===== config.mk =====
export PLATFORM = sky130hd
export DESIGN_NAME = ltc_threshold_irq
export DESIGN_NICKNAME = d
export VERILOG_FILES = /design/src/design/ltc_pkg.sv /design/src/design/ltc_i2c_target.sv /design/src/design/ltc_threshold_irq.sv
export SDC_FILE = /design/constraint.sdc
export NUM_CORES = 1
export LEC_CHECK = 0
export BUFFER_PORTS_ARGS = -buffer_cell sky130_fd_sc_hd__buf_2
export CORE_MARGIN = 3
export CORE_UTILIZATION = 30
export DETAILED_ROUTE_END_ITERATION = 8
export GPL_TIMING_DRIVEN = 0
export MAX_ROUTING_LAYER = met4
export SLEW_MARGIN = 20
export SYNTH_ARGS = -nofsm -noshare
export SYNTH_HDL_FRONTEND = slang
export SYNTH_SLANG_ARGS = --single-unit

===== constraint.sdc =====
create_clock -name ref_clk_i -period 5.7 [get_ports ref_clk_i]
set_input_delay 0.855 -clock ref_clk_i [delete_from_list [all_inputs] [get_ports ref_clk_i]]
set_output_delay 0.855 -clock ref_clk_i [all_outputs]
set_load 0.005 [all_outputs]

===== src/design/ltc_pkg.sv =====
// Purpose: Shared constants and types for the light threshold block
// Assumes: 16-bit registers reached through an I2C target, 8-bit pointer
// Notes: Threshold words carry a 4-bit exponent over a 12-bit mantissa
package ltc_pkg;
	// Register word and pointer widths
	localparam int REG_W = 16;
	localparam int PTR_W = 8;
	localparam int EXP_W = 4;
	localparam int MANT_W = 12;
	localparam int EXP_LSB = 12;
	localparam int POW_W = MANT_W + 15;

	// Register pointers
	localparam logic [PTR_W-1:0] ADDR_RESULT = 8'h00;
	localparam logic [PTR_W-1:0] ADDR_CONFIG = 8'h01;
	localparam logic [PTR_W-1:0] ADDR_LOW_THR = 8'h02;
	localparam logic [PTR_W-1:0] ADDR_HIGH_THR = 8'h03;

	// Configuration field positions
	localparam int CFG_ABOVE_BIT = 6;
	localparam int CFG_BELOW_BIT = 5;
	localparam int CFG_LATCH_BIT = 4;
	localparam int CFG_POL_BIT = 3;
	localparam int CFG_ME_BIT = 2;
	localparam int CFG_FC_LSB = 0;
	localparam int CFG_FC_W = 2;

	// Reset values
	localparam logic CFG_LATCH_RST = 1'b1;
	localparam logic CFG_POL_RST = 1'b0;
	localparam logic CFG_ME_RST = 1'b0;
	localparam logic [CFG_FC_W-1:0] CFG_FC_RST = 2'h0;
	localparam logic [REG_W-1:0] LOW_THR_RST = 16'h0000;

	// Range code at and above which the exponent is never masked
	localparam logic [EXP_W-1:0] RANGE_AUTO = 4'hC;
	localparam logic [EXP_W-1:0] EXP_MASKED = 4'h0;
	// Largest fault count selectable, counters saturate here
	localparam int FAULT_SAT = 8;

	// I2C target states
	typedef enum logic [5:0] {
		ST_IDLE = 6'h01,
		ST_ADDR = 6'h02,
		ST_ACK = 6'h04,
		ST_WR = 6'h08,
		ST_RD = 6'h10,
		ST_MACK = 6'h20
	} ltc_i2c_state_e;

	// Optical power in LSB units of 1.2 nW/cm2: mantissa shifted by exponent
	function automatic logic [POW_W-1:0] ltc_to_power(
		input logic [REG_W-1:0] word
	);
		ltc_to_power = POW_W'(word[MANT_W-1:0]) << word[REG_W-1:EXP_LSB];
	endfunction : ltc_to_power
endpackage : ltc_pkg


===== src/design/ltc_i2c_target.sv =====
// Purpose: I2C target giving 16-bit register access by an 8-bit pointer
// Assumes: SCL and SDA already synchronous to ref_clk_i, well oversampled
// Notes: Write is pointer then MSB, LSB; read streams MSB, LSB repeatedly
`timescale 1ns/10ps
`default_nettype none
module ltc_i2c_target #(
	parameter logic [6:0] DEV_ADDR = 7'h44
) (
	input wire logic ref_clk_i,
	input wire logic reset_n_i,
	input wire logic scl_i,
	input wire logic sda_i,
	output logic sda_o,
	output logic sda_oe_o,
	output logic [ltc_pkg::PTR_W-1:0] reg_ptr_o,
	output logic wr_stb_o,
	output logic [ltc_pkg::REG_W-1:0] wr_data_o,
	output logic rd_stb_o,
	input wire logic [ltc_pkg::REG_W-1:0] rd_data_i
);
	import ltc_pkg::*;

	ltc_i2c_state_e st_reg, st_next;
	logic scl_reg, sda_reg, done_reg, done_next, oe_reg, oe_next;
	logic rw_reg, rw_next, bsel_reg, bsel_next, nack_reg, nack_next;
	logic wr_reg, wr_next, rd_fire;
	logic [2:0] cnt_reg, cnt_next;
	logic [1:0] bidx_reg, bidx_next;
	logic [7:0] sh_reg, sh_next, ptr_reg, ptr_next, msb_reg, msb_next;
	logic [REG_W-1:0] word_reg, word_next, wdat_reg, wdat_next;
	logic scl_rise, scl_fall, bus_start, bus_stop;

	// Line events from the previous samples
	assign scl_rise = scl_i & ~scl_reg;
	assign scl_fall = ~scl_i & scl_reg;
	assign bus_start = scl_i & scl_reg & sda_reg & ~sda_i;
	assign bus_stop = scl_i & scl_reg & ~sda_reg & sda_i;

	// Protocol sequencing and shift logic
	always_comb begin
		logic [7:0] byte_v;
		byte_v = 8'h00;
		st_next = st_reg;
		cnt_next = cnt_reg;
		sh_next = sh_reg;
		done_next = done_reg;
		oe_next = oe_reg;
		rw_next = rw_reg;
		bidx_next = bidx_reg;
		ptr_next = ptr_reg;
		msb_next = msb_reg;
		word_next = word_reg;
		wdat_next = wdat_reg;
		bsel_next = bsel_reg;
		nack_next = nack_reg;
		wr_next = 1'b0;
		rd_fire = 1'b0;
		if (bus_start) begin
			st_next = ST_ADDR;
			cnt_next = 3'h0;
			done_next = 1'b0;
			oe_next = 1'b0;
		end else if (bus_stop) begin
			st_next = ST_IDLE;
			oe_next = 1'b0;
		end else begin
			case (st_reg)
				ST_ADDR, ST_WR: begin
					if (scl_rise) begin
						sh_next = {sh_reg[6:0], sda_i};
						cnt_next = cnt_reg + 3'h1;
						done_next = (cnt_reg == 3'h7);
					end else if (scl_fall && done_reg) begin
						done_next = 1'b0;
						oe_next = 1'b1;
						st_next = ST_ACK;
						if (st_reg == ST_ADDR) begin
							if (sh_reg[7:1] == DEV_ADDR) begin
								rw_next = sh_reg[0];
								bidx_next = 2'h0;
								bsel_next = 1'b0;
								rd_fire = sh_reg[0];
								if (sh_reg[0]) begin
									word_next = rd_data_i;
								end
							end else begin
								oe_next = 1'b0;
								st_next = ST_IDLE;
							end
						end else if (bidx_reg == 2'h0) begin
							ptr_next = sh_reg;
							bidx_next = 2'h1;
						end else if (bidx_reg == 2'h1) begin
							msb_next = sh_reg;
							bidx_next = 2'h2;
						end else begin
							wr_next = 1'b1;
							wdat_next = {msb_reg, sh_reg};
							bidx_next = 2'h1;
						end
					end
				end
				ST_ACK: begin
					if (scl_fall) begin
						if (rw_reg) begin
							byte_v = word_reg[15:8];
							oe_next = ~byte_v[7];
							sh_next = {byte_v[6:0], 1'b0};
							cnt_next = 3'h1;
							st_next = ST_RD;
						end else begin
							oe_next = 1'b0;
							cnt_next = 3'h0;
							st_next = ST_WR;
						end
					end
				end
				ST_RD: begin
					if (scl_fall) begin
						if (cnt_reg == 3'h0) begin
							oe_next = 1'b0;
							st_next = ST_MACK;
						end else begin
							oe_next = ~sh_reg[7];
							sh_next = {sh_reg[6:0], 1'b0};
							cnt_next = cnt_reg + 3'h1;
						end
					end
				end
				ST_MACK: begin
					if (scl_rise) begin
						nack_next = sda_i;
					end else if (scl_fall) begin
						if (nack_reg) begin
							st_next = ST_IDLE;
						end else begin
							bsel_next = ~bsel_reg;
							byte_v = bsel_reg ? word_reg[15:8] : word_reg[7:0];
							oe_next = ~byte_v[7];
							sh_next = {byte_v[6:0], 1'b0};
							cnt_next = 3'h1;
							st_next = ST_RD;
						end
					end
				end
				default: begin
					oe_next = 1'b0;
				end
			endcase
		end
	end

	// Protocol state registers
	always_ff @(posedge ref_clk_i or negedge reset_n_i) begin
		if (!reset_n_i) begin
			st_reg <= ST_IDLE;
			scl_reg <= 1'b1;
			sda_reg <= 1'b1;
			cnt_reg <= 3'h0;
			sh_reg <= 8'h00;
			done_reg <= 1'b0;
			oe_reg <= 1'b0;
			rw_reg <= 1'b0;
			bidx_reg <= 2'h0;
			ptr_reg <= 8'h00;
			msb_reg <= 8'h00;
			word_reg <= 16'h0000;
			wdat_reg <= 16'h0000;
			bsel_reg <= 1'b0;
			nack_reg <= 1'b0;
			wr_reg <= 1'b0;
		end else begin
			st_reg <= st_next;
			scl_reg <= scl_i;
			sda_reg <= sda_i;
			cnt_reg <= cnt_next;
			sh_reg <= sh_next;
			done_reg <= done_next;
			oe_reg <= oe_next;
			rw_reg <= rw_next;
			bidx_reg <= bidx_next;
			ptr_reg <= ptr_next;
			msb_reg <= msb_next;
			word_reg <= word_next;
			wdat_reg <= wdat_next;
			bsel_reg <= bsel_next;
			nack_reg <= nack_next;
			wr_reg <= wr_next;
		end
	end

	// Open-drain data line only ever pulls low
	assign sda_o = 1'b0;
	assign sda_oe_o = oe_reg;
	assign reg_ptr_o = ptr_reg;
	assign wr_stb_o = wr_reg;
	assign wr_data_o = wdat_reg;
	assign rd_stb_o = rd_fire;
endmodule : ltc_i2c_target
`default_nettype wire


===== src/design/ltc_threshold_irq.sv =====
// Purpose: Limit comparison, fault persistence and alert pin for a light
//          sensor, with configuration and low limit reached over I2C
// Assumes: Conversion engine supplies each result with a one-cycle valid
// Notes: Range and high limit live outside and arrive as inputs
// Functional notes
// - Latch bit 0: alert and flags follow the live limit comparison.
// - Latch bit 1 (reset): alert and flags hold until host clears them.
// - Polarity 0 (default): an interrupt pulls the alert pin low.
// - Polarity 1: pin released on interrupt, held low otherwise.
// - Mask bit set and range below 1100b: result exponent reads 0000b.
// - Masking touches only the result read; comparisons use raw result.
// - Fault count 00/01/10/11 needs 1/2/4/8 consecutive faults; reset 00.
// - Low limit is a read/write register at pointer 02h.
// - Low limit: exponent bits 15-12, mantissa bits 11-0, both reset zero.
// - Low limit power is 1.2 nW/cm2 times two to exponent times mantissa.
// - Each exponent step doubles full scale and LSB weight.
// - Result and limits compared as optical power, exponents may differ.
// - Above flag sets after enough consecutive results over high limit.
// - Below flag sets after enough consecutive results under low limit.
`timescale 1ns/10ps
`default_nettype none
module ltc_threshold_irq #(
	parameter logic [6:0] DEV_ADDR = 7'h44,
	parameter int FAULT_CNT_W = 4
) (
	input wire logic ref_clk_i,
	input wire logic reset_n_i,
	input wire logic scl_i,
	input wire logic sda_i,
	output logic sda_o,
	output logic sda_oe_o,
	output logic alert_o,
	output logic alert_oe_o,
	input wire logic [ltc_pkg::REG_W-1:0] result_i,
	input wire logic result_valid_i,
	input wire logic [ltc_pkg::EXP_W-1:0] range_code_i,
	input wire logic [ltc_pkg::REG_W-1:0] high_thr_i,
	output logic above_ind_o,
	output logic below_ind_o
);
	import ltc_pkg::*;

	// Counter must hold the largest fault count
	generate
		if (FAULT_CNT_W < 4) begin : g_bad_width
			$error("FAULT_CNT_W too small for eight fault counts");
		end
	endgenerate

	// Saturation keeps a long fault run from wrapping below the need
	localparam logic [FAULT_CNT_W-1:0] CNT_SAT = FAULT_CNT_W'(FAULT_SAT);

	logic [PTR_W-1:0] reg_ptr;
	logic wr_stb, rd_stb, cfg_wr, cfg_rd, low_wr;
	logic [REG_W-1:0] wr_data, rd_data;

	// Serial register port
	ltc_i2c_target #(
		.DEV_ADDR(DEV_ADDR)
	) u_i2c (
		.ref_clk_i(ref_clk_i),
		.reset_n_i(reset_n_i),
		.scl_i(scl_i),
		.sda_i(sda_i),
		.sda_o(sda_o),
		.sda_oe_o(sda_oe_o),
		.reg_ptr_o(reg_ptr),
		.wr_stb_o(wr_stb),
		.wr_data_o(wr_data),
		.rd_stb_o(rd_stb),
		.rd_data_i(rd_data)
	);

	// Access decode
	assign cfg_wr = wr_stb && (reg_ptr == ADDR_CONFIG);
	assign cfg_rd = rd_stb && (reg_ptr == ADDR_CONFIG);
	assign low_wr = wr_stb && (reg_ptr == ADDR_LOW_THR);

	// Configuration and limit storage
	logic latch_reg, latch_next, pol_reg, pol_next, me_reg, me_next;
	logic [CFG_FC_W-1:0] fc_reg, fc_next;
	logic [REG_W-1:0] low_thr_reg, low_thr_next, result_reg, result_next;

	// Next values of the host-written fields and the captured result
	always_comb begin
		latch_next = latch_reg;
		pol_next = pol_reg;
		me_next = me_reg;
		fc_next = fc_reg;
		low_thr_next = low_thr_reg;
		result_next = result_reg;
		if (cfg_wr) begin
			latch_next = wr_data[CFG_LATCH_BIT];
			pol_next = wr_data[CFG_POL_BIT];
			me_next = wr_data[CFG_ME_BIT];
			fc_next = wr_data[CFG_FC_LSB +: CFG_FC_W];
		end
		if (low_wr) begin
			low_thr_next = wr_data;
		end
		if (result_valid_i) begin
			result_next = result_i;
		end
	end

	// Configuration registers
	always_ff @(posedge ref_clk_i or negedge reset_n_i) begin
		if (!reset_n_i) begin
			latch_reg <= CFG_LATCH_RST;
			pol_reg <= CFG_POL_RST;
			me_reg <= CFG_ME_RST;
			fc_reg <= CFG_FC_RST;
			low_thr_reg <= LOW_THR_RST;
			result_reg <= 16'h0000;
		end else begin
			latch_reg <= latch_next;
			pol_reg <= pol_next;
			me_reg <= me_next;
			fc_reg <= fc_next;
			low_thr_reg <= low_thr_next;
			result_reg <= result_next;
		end
	end

	// Limit comparison on power values, raw exponent used throughout
	logic [POW_W-1:0] res_pow, low_pow, high_pow;
	logic is_above, is_below;
	assign res_pow = ltc_to_power(result_i);
	assign low_pow = ltc_to_power(low_thr_reg);
	assign high_pow = ltc_to_power(high_thr_i);
	assign is_above = res_pow > high_pow;
	assign is_below = res_pow < low_pow;

	// Fault persistence and flag state
	logic [FAULT_CNT_W-1:0] hi_cnt_reg, hi_cnt_next, lo_cnt_reg, lo_cnt_next;
	logic [FAULT_CNT_W-1:0] hi_inc, lo_inc, need;
	logic above_reg, above_next, below_reg, below_next, hi_trig, lo_trig;

	// One, two, four or eight consecutive faults from the count field
	assign need = FAULT_CNT_W'(1) << fc_reg;
	assign hi_inc = (hi_cnt_reg == CNT_SAT) ? hi_cnt_reg : hi_cnt_reg + 1'b1;
	assign lo_inc = (lo_cnt_reg == CNT_SAT) ? lo_cnt_reg : lo_cnt_reg + 1'b1;
	assign hi_trig = is_above && (hi_inc >= need);
	assign lo_trig = is_below && (lo_inc >= need);

	// Clear by config read first so a same-cycle trigger wins
	always_comb begin
		hi_cnt_next = hi_cnt_reg;
		lo_cnt_next = lo_cnt_reg;
		above_next = above_reg;
		below_next = below_reg;
		if (latch_reg && cfg_rd) begin
			above_next = 1'b0;
			below_next = 1'b0;
		end
		// Counters move only on a measurement, a clear leaves them alone
		if (result_valid_i) begin
			hi_cnt_next = is_above ? hi_inc : '0;
			lo_cnt_next = is_below ? lo_inc : '0;
			if (latch_reg) begin
				above_next = above_next | hi_trig;
				below_next = below_next | lo_trig;
			end else begin
				above_next = hi_trig;
				below_next = lo_trig;
			end
		end
	end

	// Flag registers
	always_ff @(posedge ref_clk_i or negedge reset_n_i) begin
		if (!reset_n_i) begin
			hi_cnt_reg <= '0;
			lo_cnt_reg <= '0;
			above_reg <= 1'b0;
			below_reg <= 1'b0;
		end else begin
			hi_cnt_reg <= hi_cnt_next;
			lo_cnt_reg <= lo_cnt_next;
			above_reg <= above_next;
			below_reg <= below_next;
		end
	end

	// Alert pin: open drain, polarity chooses which state is driven low
	logic alert_act;
	assign alert_act = above_reg | below_reg;
	assign alert_o = 1'b0;
	assign alert_oe_o = alert_act ^ pol_reg;
	assign above_ind_o = above_reg;
	assign below_ind_o = below_reg;

	// Register read mux, unmapped pointers read zero
	always_comb begin
		rd_data = 16'h0000;
		case (reg_ptr)
			ADDR_RESULT: begin
				rd_data = result_reg;
				if (me_reg && (range_code_i < RANGE_AUTO)) begin
					rd_data[REG_W-1:EXP_LSB] = EXP_MASKED;
				end
			end
			ADDR_CONFIG: begin
				rd_data[CFG_ABOVE_BIT] = above_reg;
				rd_data[CFG_BELOW_BIT] = below_reg;
				rd_data[CFG_LATCH_BIT] = latch_reg;
				rd_data[CFG_POL_BIT] = pol_reg;
				rd_data[CFG_ME_BIT] = me_reg;
				rd_data[CFG_FC_LSB +: CFG_FC_W] = fc_reg;
			end
			ADDR_LOW_THR: begin
				rd_data = low_thr_reg;
			end
			ADDR_HIGH_THR: begin
				rd_data = high_thr_i;
			end
			default: begin
				rd_data = 16'h0000;
			end
		endcase
	end

	// Checks on alert drive
	chk_alert_low_pol: assert property (@(posedge ref_clk_i)
		disable iff (!reset_n_i) !pol_reg |-> (alert_oe_o == alert_act))
		else $error("alert not pulled low while active with polarity 0");
	chk_alert_inverted: assert property (@(posedge ref_clk_i)
		disable iff (!reset_n_i) pol_reg |-> (alert_oe_o == !alert_act))
		else $error("alert drive not inverted with polarity 1");

	// Checks on reporting style
	chk_live_follow: assert property (@(posedge ref_clk_i)
		disable iff (!reset_n_i) (!latch_reg && result_valid_i) |=>
		(above_reg == $past(hi_trig)) && (below_reg == $past(lo_trig)))
		else $error("transparent flags do not follow comparison");
	chk_latch_hold: assert property (@(posedge ref_clk_i)
		disable iff (!reset_n_i) (latch_reg && above_reg && !cfg_rd) |=>
		above_reg [*1] ##0 (!cfg_wr || $past(latch_reg)))
		else $error("latched above flag dropped without a clear");
	chk_latch_clear: assert property (@(posedge ref_clk_i)
		disable iff (!reset_n_i) (latch_reg && cfg_rd && !result_valid_i) |=>
		(!above_reg && !below_reg && !alert_act))
		else $error("configuration read did not clear latched flags");

	// Checks on result masking
	chk_mask_exp: assert property (@(posedge ref_clk_i)
		disable iff (!reset_n_i) (reg_ptr == ADDR_RESULT && me_reg &&
		range_code_i < RANGE_AUTO) |->
		(rd_data == {EXP_MASKED, result_reg[MANT_W-1:0]}))
		else $error("result exponent not masked");
	chk_unmasked_read: assert property (@(posedge ref_clk_i)
		disable iff (!reset_n_i) (reg_ptr == ADDR_RESULT &&
		(!me_reg || range_code_i >= RANGE_AUTO)) |-> (rd_data == result_reg))
		else $error("result exponent masked when it should not be");

	// Checks on limit storage and persistence
	chk_low_write: assert property (@(posedge ref_clk_i)
		disable iff (!reset_n_i) low_wr |=>
		(low_thr_reg == $past(wr_data)) ##1 (low_thr_reg == $past(wr_data, 2)
		|| low_wr || $past(low_wr)))
		else $error("low limit write not stored");
	chk_count_restart: assert property (@(posedge ref_clk_i)
		disable iff (!reset_n_i) (result_valid_i && !is_above && !is_below)
		|=> (hi_cnt_reg == '0) && (lo_cnt_reg == '0))
		else $error("persistence counter not restarted");
	chk_above_count: assert property (@(posedge ref_clk_i)
		disable iff (!reset_n_i) $rose(above_reg) |->
		($past(hi_inc) >= $past(need)) && $past(is_above))
		else $error("above flag set before enough faults");
	chk_below_count: assert property (@(posedge ref_clk_i)
		disable iff (!reset_n_i) $rose(below_reg) |->
		($past(lo_inc) >= $past(need)) && $past(is_below))
		else $error("below flag set before enough faults");

	// Checks on configuration storage
	chk_cfg_write: assert property (@(posedge ref_clk_i)
		disable iff (!reset_n_i) cfg_wr |=>
		(fc_reg == $past(wr_data[CFG_FC_LSB +: CFG_FC_W])) &&
		(latch_reg == $past(wr_data[CFG_LATCH_BIT])) &&
		(pol_reg == $past(wr_data[CFG_POL_BIT])) &&
		(me_reg == $past(wr_data[CFG_ME_BIT])))
		else $error("configuration write not stored");

	// Checks on counters and flag steadiness
	chk_count_sat: assert property (@(posedge ref_clk_i)
		disable iff (!reset_n_i) (hi_cnt_reg <= CNT_SAT) &&
		(lo_cnt_reg <= CNT_SAT))
		else $error("persistence counter past its limit");
	chk_alert_flags: assert property (@(posedge ref_clk_i)
		disable iff (!reset_n_i) (above_ind_o || below_ind_o) ==
		(alert_oe_o != pol_reg))
		else $error("alert drive disagrees with flags");
	chk_flag_quiet: assert property (@(posedge ref_clk_i)
		disable iff (!reset_n_i) (!result_valid_i && !cfg_rd) |=>
		$stable(above_reg) && $stable(below_reg))
		else $error("flags moved without a result or a clear");
	chk_below_early: assert property (@(posedge ref_clk_i)
		disable iff (!reset_n_i) (result_valid_i && !latch_reg &&
		is_below && (lo_inc < need)) |=> !below_reg)
		else $error("below flag set before enough faults counted");
endmodule : ltc_threshold_irq
`default_nettype wire


==> out/metrics.yaml, run 1 <==
status:
  outcome: "completed"
drt:
  drt-wirelength-per-cell_um: 17.90
  drc: 0
  viasPerCell: 5.352
  drt-initial-drc-count: 687
  ant_nets: 0
  firstDrtPassIters: 5
  vias: 7595
  routed_wirelength_um: 25400
cells_and_area:
  area_growth_pct: 15.07
  n_antenna_cell: 0
  fin_area_mm2: 0.01030
  layout-drive-gt1-share_pct: 18.65
  fillers: 2926
  final_nets: 1128
die:
  num_rows: 62
  dieArea_mm2: 0.03195
  core_area_mm2: 0.02909
  start_util_pct: 30.77
  die_h_um: 178.7
  die_x_um: 178.7
  boundaryPins: 47
synth:
  yosys-top-cells-area: "dfrtp_1 33%, mux2_2 11%, ha_1 9.1%"
  synth_ff_type: "dfrtp_1"
  yosysTopAreaCellShare_pct: 32.99
  synth_area_mm2: 0.008951
  async_flop_share_pct: 100.0
  synth_seq_area_share_pct: 34.16
  synth_edf_count: 0
  yosysWarnings: 0
  ys_seq_elements: 122
  synth_top_cell_by_area: "dfrtp_1"
  syn_inst: 964
  syn_avg_cell_area_um2: 9.285
  synth.distinct_cells: 70
global_route:
  grt_util_all_layers_pct: 16.60
  grt_antenna_before_repair: 0
  grt_use_met2_pct: 25.78
  grt_use_met1_pct: 22.47
  met3_usage_pct: 2.520
  grt_first_pass_wirelength_um: 40230
  grt_pass1_vias: 7291
  grt.overflow.total: 0
  grt_max_degree: 69
  grt.busiest_layer: "met2"
clocking:
  numCtsBuffers: 17
  post_cts_buffers: 0
  insertion_delay_ns: 0.42
  cts_tree: "yes"
  clk_pin_slew_worst_paths_ns: 0.06
  ctsRootBufferMaster: "clkbuf_16"
  cts.path.max_buffers: 2
  ctsResizeCount: 0
  cts.sinks: 122
  htree_levels: 4
  postCtsHoldBufs: 0
sta:
  worst_slew_pin_slew_ns: 0.9367
  min_period_ns: 4.415
  relSlewSlack_pct: 37.40
  slew_violations: 0
  max_freq_mhz: 226.5
  rsz0062_at_grt: "false"
  fin_tns_setup_ns: 0
  finalHoldViolations: 0
  setup_slack_ns: 1.285
  post-route-period-util_pct: 77.45
  finalSetupViolCount: 0
  skew_ns: 0.007936
worst_setup_path:
  path_cells: "buf_2, buf_1, mux2i_1, nand2_1, o21ai_0, nor2_1, a31oi_1, nor2_1, ha_1, and4_1, or3b_1, or4_1, o21ba_2, nand4_1, o211ai_2, o22ai_1"
  critPathArrivalTime_ns: 4.70
  r2r.worst_path.cells: 14
  crit_path_max_fanout: 10
  required_ns: 5.98
  reg2reg_setup_slack_ns: 1.29
  cp_slowest_cell: "or4_1"
  cpPeakStageDelay_ns: 0.61
  r2r_start: "low_thr_reg[13]$_DFFE_PN0P_"
  worstSetupStartpointType: "input port"
  r2r-end: "lo_cnt_reg[3]$_DFFE_PN0P_"
  critPathKind: "input port to flip-flop"
  crit_top_cell: "nor2_1"
  cp-end-kind: "flip-flop"
  crit_start: "result_i[13]"
pwr:
  power_density_mw_per_mm2: 327.8
  power_mw: 3.376
  vdd_drop_max_v: 0.0001623
  power_leakage_nw: 4.507
placed_design:
  placed_cell_area_mm2: 0.009654
  dp_slack_ns: 0.9473
  io_buffers: 37
  place_hpwl_um: 20050
  gp_congestion: 0.9614
run:
  maxCapViolCount: 0
hold_path:
  hold_path_class: "input port to async pin"
==> critical path: cells and delay by family <==
kind / cells / cell delay, ns
buffers and inverters: 2 / 0.65
adder cells (fa/ha/maj): 1 / 0.32
multiplexers: 1 / 0.29
AO/OA/AOI/OAI: 5 / 0.95
AND/OR/NAND/NOR: 7 / 1.60
==> layer usage <==
layer  vias to the layer above  part of all wire [%]
li1                       3612                     -
met1                      3674                    46
met2                       271                    46
met3                        38                   6.3
met4                         0                   2.3
met5                         -                     0
==> power breakdown <==
group | total [mW] | switching (mW) | internal (mW) | leakage [nW]
clock network | 1.17 | 0.410 | 0.761 | 0.308
registers | 1.15 | 0.146 | 1.00 | 1.61
logic | 1.06 | 0.628 | 0.430 | 2.59
total | 3.38 | 1.18 | 2.19 | 4.51
==> layout by cell type, fill, tap and decap left out, types with 5 or more instances in the layout <==
cell       instances
clkbuf_16         17
mux2i_1           69
buf_1              9
mux2_2            85
nand2b_1          14
ha_1              65
a21o_1             9
nand2_1          110
clkbuf_1          35
mux4_2             9
a21oi_1           60
nor3b_1            6
dfrtp_1          118
inv_1             18
a31oi_1           10
nor2_1            87
buf_2             41
o31ai_1            6
and2_1             9
nand4_1            7
o21ai_0           52
a222oi_1           7
xor2_1             5
nor3_1            12
and3_1            14
nand3_1           29
o22ai_1           10
or2_2              6
nor2b_1           25
xnor2_1            6
a211oi_1           6
==> synthesized netlist by cell type, types with 7 or more instances <==
cell,n
dfrtp_1,118
nand2_1,110
nor2_1,87
mux2_2,85
mux2i_1,69
ha_1,65
a21oi_1,60
o21ai_0,52
clkbuf_1,34
nand3_1,29
nor2b_1,25
inv_1,18
and3_1,14
nand2b_1,14
nor3_1,12
a31oi_1,10
o22ai_1,10
a21o_1,9
and2_1,9
buf_1,9
mux4_2,9
a222oi_1,7
nand4_1,7
==> final cells by class <==
class / count / area (um^2) / area share, %
Multi-Input combinational cell: 771 / 5603 / 54.40
Sequential cell: 122 / 3058 / 29.69
Tap cell: 384 / 480.5 / 4.665
Clock buffer: 20 / 456.7 / 4.434
Buffer: 52 / 220.2 / 2.138
Timing Repair Buffer: 38 / 219.0 / 2.126
Clock inverter: 12 / 187.7 / 1.822
Inverter: 20 / 75.07 / 0.7289
==> metrics by stage <==
step / hold slack [ns] / util, % / cells
3_3_place_gp: 0.4696 / 33.07 / 1386
4_1_cts: 0.4185 / 35.40 / 1419
2_1_floorplan: 0.4460 / - / 965
5_1_grt: 0.4314 / 35.41 / 1419
3_5_place_dp: 0.4736 / 33.19 / 1387
6_report: 0.4054 / 35.41 / 1419
==> worst max-delay path by stage <==
stage                                endpoint  slack [ns]  depth (start not counted)
global route        lo_cnt_reg[3]$_DFFE_PN0P_        1.03                         16
CTS                 lo_cnt_reg[3]$_DFFE_PN0P_        1.36                         14
finish              lo_cnt_reg[3]$_DFFE_PN0P_        1.29                         16
floorplan           lo_cnt_reg[0]$_DFFE_PN0P_        1.54                         16
global placement    lo_cnt_reg[0]$_DFFE_PN0P_        0.97                         16
detailed placement  lo_cnt_reg[3]$_DFFE_PN0P_        0.95                         16
==> logic make-up after synthesis <==
| kind of cell | after synthesis | share of synthesized area [%] |
|---|---|---|
| other | 1 | 0.04189 |
| adder cells (fa/ha/maj) | 67 | 9.323 |
| AND/OR/NAND/NOR | 337 | 18.09 |
| AO/OA/AOI/OAI | 190 | 13.17 |
| multiplexers | 164 | 20.84 |
| XOR/XNOR | 11 | 1.076 |
| buffers and inverters | 72 | 3.299 |
| flip-flops | 122 | 34.16 |
(Power assumes the default switching activity.)
==> run 2, diff against run 1 <==
==> constraint.sdc (replaced) <==
create_clock -name ref_clk_i -period 3.95 [get_ports ref_clk_i]
set_input_delay 0.5925 -clock ref_clk_i [delete_from_list [all_inputs] [get_ports ref_clk_i]]
set_output_delay 0.5925 -clock ref_clk_i [all_outputs]
set_load 0.005 [all_outputs]
==> out/metrics.yaml, run 2 (synthesized netlist as in run 1, its figures left out) <==
drt:
  drt-wirelength-per-cell_um: 17.93  # +0.17%
  drc: 0  # unchanged
  routed_wirelength_um: 25380  # -0.11%
  viasPerCell: 5.340  # -0.23%
  firstDrtPassIters: 5  # unchanged
  vias: 7556  # -0.51%
  drt-initial-drc-count: 611  # -11%
  ant_nets: 0  # unchanged
pwr:
  power_leakage_nw: 4.541  # +0.75%
  power_density_mw_per_mm2: 471.2  # +44%
  power_mw: 4.877  # +44%
  vdd_drop_max_v: 0.0002334  # +44%
cells_and_area:
  final_common_cell: "dfrtp_1"
  fin_util_pct: 35.58  # +0.17 points
  area_growth_pct: 15.63
  layout-drive-gt1-share_pct: 20.08  # +1.4 points
  fin_cells: 1415  # -0.28%
  final_cell_mix: "116 x dfrtp_1, 110 x nand2_1, 87 x nor2_1, 83 x mux2_2, 67 x mux2i_1"
  n_antenna_cell: 0  # unchanged
  fin_area_mm2: 0.01035  # +0.49%
  final_nets: 1124  # -0.35%
  fillers: 2931  # +0.17%
global_route:
  grt_antenna_before_repair: 0  # unchanged
  grt_max_degree: 69  # unchanged
  grt_first_pass_wirelength_um: 40210  # about the same
  grt.overflow.total: 0  # unchanged
  grt_util_all_layers_pct: 16.58  # -0.023 points
  grt_pass1_vias: 7289  # -0.027%
worst_setup_path:
  path_cells: "clkbuf_4, buf_6, mux2i_1, mux2i_1, mux2i_1, nand2b_1, ha_1, and4_1, or3b_4, or4_4, o21ba_2, nand4_1, o211ai_4, o22ai_1"
  cp-end-kind: "flip-flop"
  worstSetupStartpointType: "flip-flop"
  critPathTopFamily: "simple AND/OR/NAND/NOR gates"
  crit_path_max_fanout: 10  # unchanged
  r2r.worst_path.cells: 14  # unchanged
  crit_top_cell: "mux2i_1"
  critPathArrivalTime_ns: 4.09  # -0.61 ns
  cpPeakStageDelay_ns: 0.58  # -0.03 ns
  cp_num_cells: 14  # -2
  cp_slowest_cell: "or4_4"
  critPathKind: "flip-flop to flip-flop"
  required_ns: 4.23  # -1.75 ns
  cp_num_buf_inv: 2  # unchanged
sta:
  skew_ns: 0.007455  # -0.0004812 ns
  slew_violations: 0  # unchanged
  finalSetupViolCount: 0  # unchanged
  max_freq_mhz: 262.2
  fin_tns_setup_ns: 0  # unchanged
  post-route-period-util_pct: 96.57
  finalHoldViolations: 0  # unchanged
  relSlewSlack_pct: 36.61  # -0.79 points
  worst_slew_pin_slew_ns: 0.9485  # +0.01179 ns
  min_period_ns: 3.814
clocking:
  cts_tree: "yes"
  cts.sinks: 122  # unchanged
  insertion_delay_ns: 0.42  # about the same
  clk_pin_slew_worst_paths_ns: 0.06  # about the same
  post_cts_buffers: 0  # unchanged
  postCtsHoldBufs: 0  # unchanged
  cts.path.max_buffers: 2  # unchanged
  numCtsBuffers: 17  # unchanged
  htree_levels: 4  # unchanged
  ctsRootBufferMaster: "clkbuf_16"
hold_path:
  hold_path_class: "input port to async pin"
die:
  die_h_um: 178.7  # unchanged
  start_util_pct: 30.77  # unchanged
  boundaryPins: 47  # unchanged
  dieArea_mm2: 0.03195  # unchanged
  core_area_mm2: 0.02909  # unchanged
  num_rows: 62  # unchanged
  die_x_um: 178.7  # unchanged
placed_design:
  io_buffers: 37  # unchanged
  placed_cells: 1387  # unchanged
  placed_cell_area_mm2: 0.009654  # unchanged
  place_hpwl_um: 20050  # unchanged
  gp_congestion: 0.9614  # unchanged
status:
  outcome: "completed"
run:
  maxCapViolCount: 0  # unchanged
==> run 2: per-layer routing <==
layer	GRT usage [%]	wire, um	vias up
met1	22.37	11730	3683
li1	-	-	3602
met2	25.95	11740	237
met4	4.740	522	0
met5	-	0	-
met3	2.499	1380	34
==> run 2: timing repair <==
item / in CTS / in global routing
gates resized for setup: 6 / 20
pin swaps: 0 / 2
setup endpoints to repair: 5 / 5
endpoints found under the hold margin: 0 / 0
==> run 2: final timing paths <==
path | start | endpoint | slack (ns)
setup / recovery | low_thr_reg[12]$_DFFE_PN0P_ | lo_cnt_reg[1]$_DFFE_PN0P_ | 0.14
hold / removal | reset_n_i | u_i2c.st_reg[5]$_DFFE_PN0P_ | 0.14
setup reg to reg | low_thr_reg[12]$_DFFE_PN0P_ | lo_cnt_reg[1]$_DFFE_PN0P_ | 0.14
hold reg to reg | u_i2c.word_reg[10]$_DFFE_PN0P_ | u_i2c.word_reg[10]$_DFFE_PN0P_ | 0.49
max in group asynchronous | reset_n_i | low_thr_reg[13]$_DFFE_PN0P_ | 3.08
min in group ref_clk_i | scl_i | u_i2c.scl_reg$_DFF_PN1_ | 0.29
==> run 2: layout make-up <==
type                       instances  area (um^2)  share of cell area (%)
buffer                            48        226.5                   2.188
tap                              384        480.5                   4.642
timing repair buffer              38        219.0                   2.116
inverter                          20        78.83                  0.7616
clock inverter                    12        187.7                   1.813
clock buffer                      20        456.7                   4.412
sequential                       122         3060                   29.57
multi-input combinational        771         5640                   54.50
==> run 2: metrics by stage <==
stage	setup WS [ns]	hold WS [ns]
floorplan	0.05065	0.2969
global placement	-0.5132	0.4696
detailed placement	-0.5402	0.4736
CTS	0.03031	0.1560
global route	-0.007506	0.1688
finish	0.1355	0.1445
==> run 2: worst reg2reg max path, stage by stage, from the launching register on <==
cell      delay [ns]
dfrtp_1         0.35
clkbuf_4        0.20
buf_6           0.18
mux2i_1         0.15
mux2i_1         0.27
mux2i_1         0.15
nand2b_1        0.20
ha_1            0.31
and4_1          0.20
or3b_4          0.40
or4_4           0.58
o21ba_2         0.26
nand4_1         0.16
o211ai_4        0.16
o22ai_1         0.13
==> run 2: power breakdown <==
group / leakage [nW] / total (mW) / internal [mW] / switching [mW]
sequential: 1.61 / 1.66 / 1.45 / 0.211
clock: 0.308 / 1.69 / 1.10 / 0.589
combinational: 2.62 / 1.53 / 0.624 / 0.909
total: 4.54 / 4.88 / 3.17 / 1.71
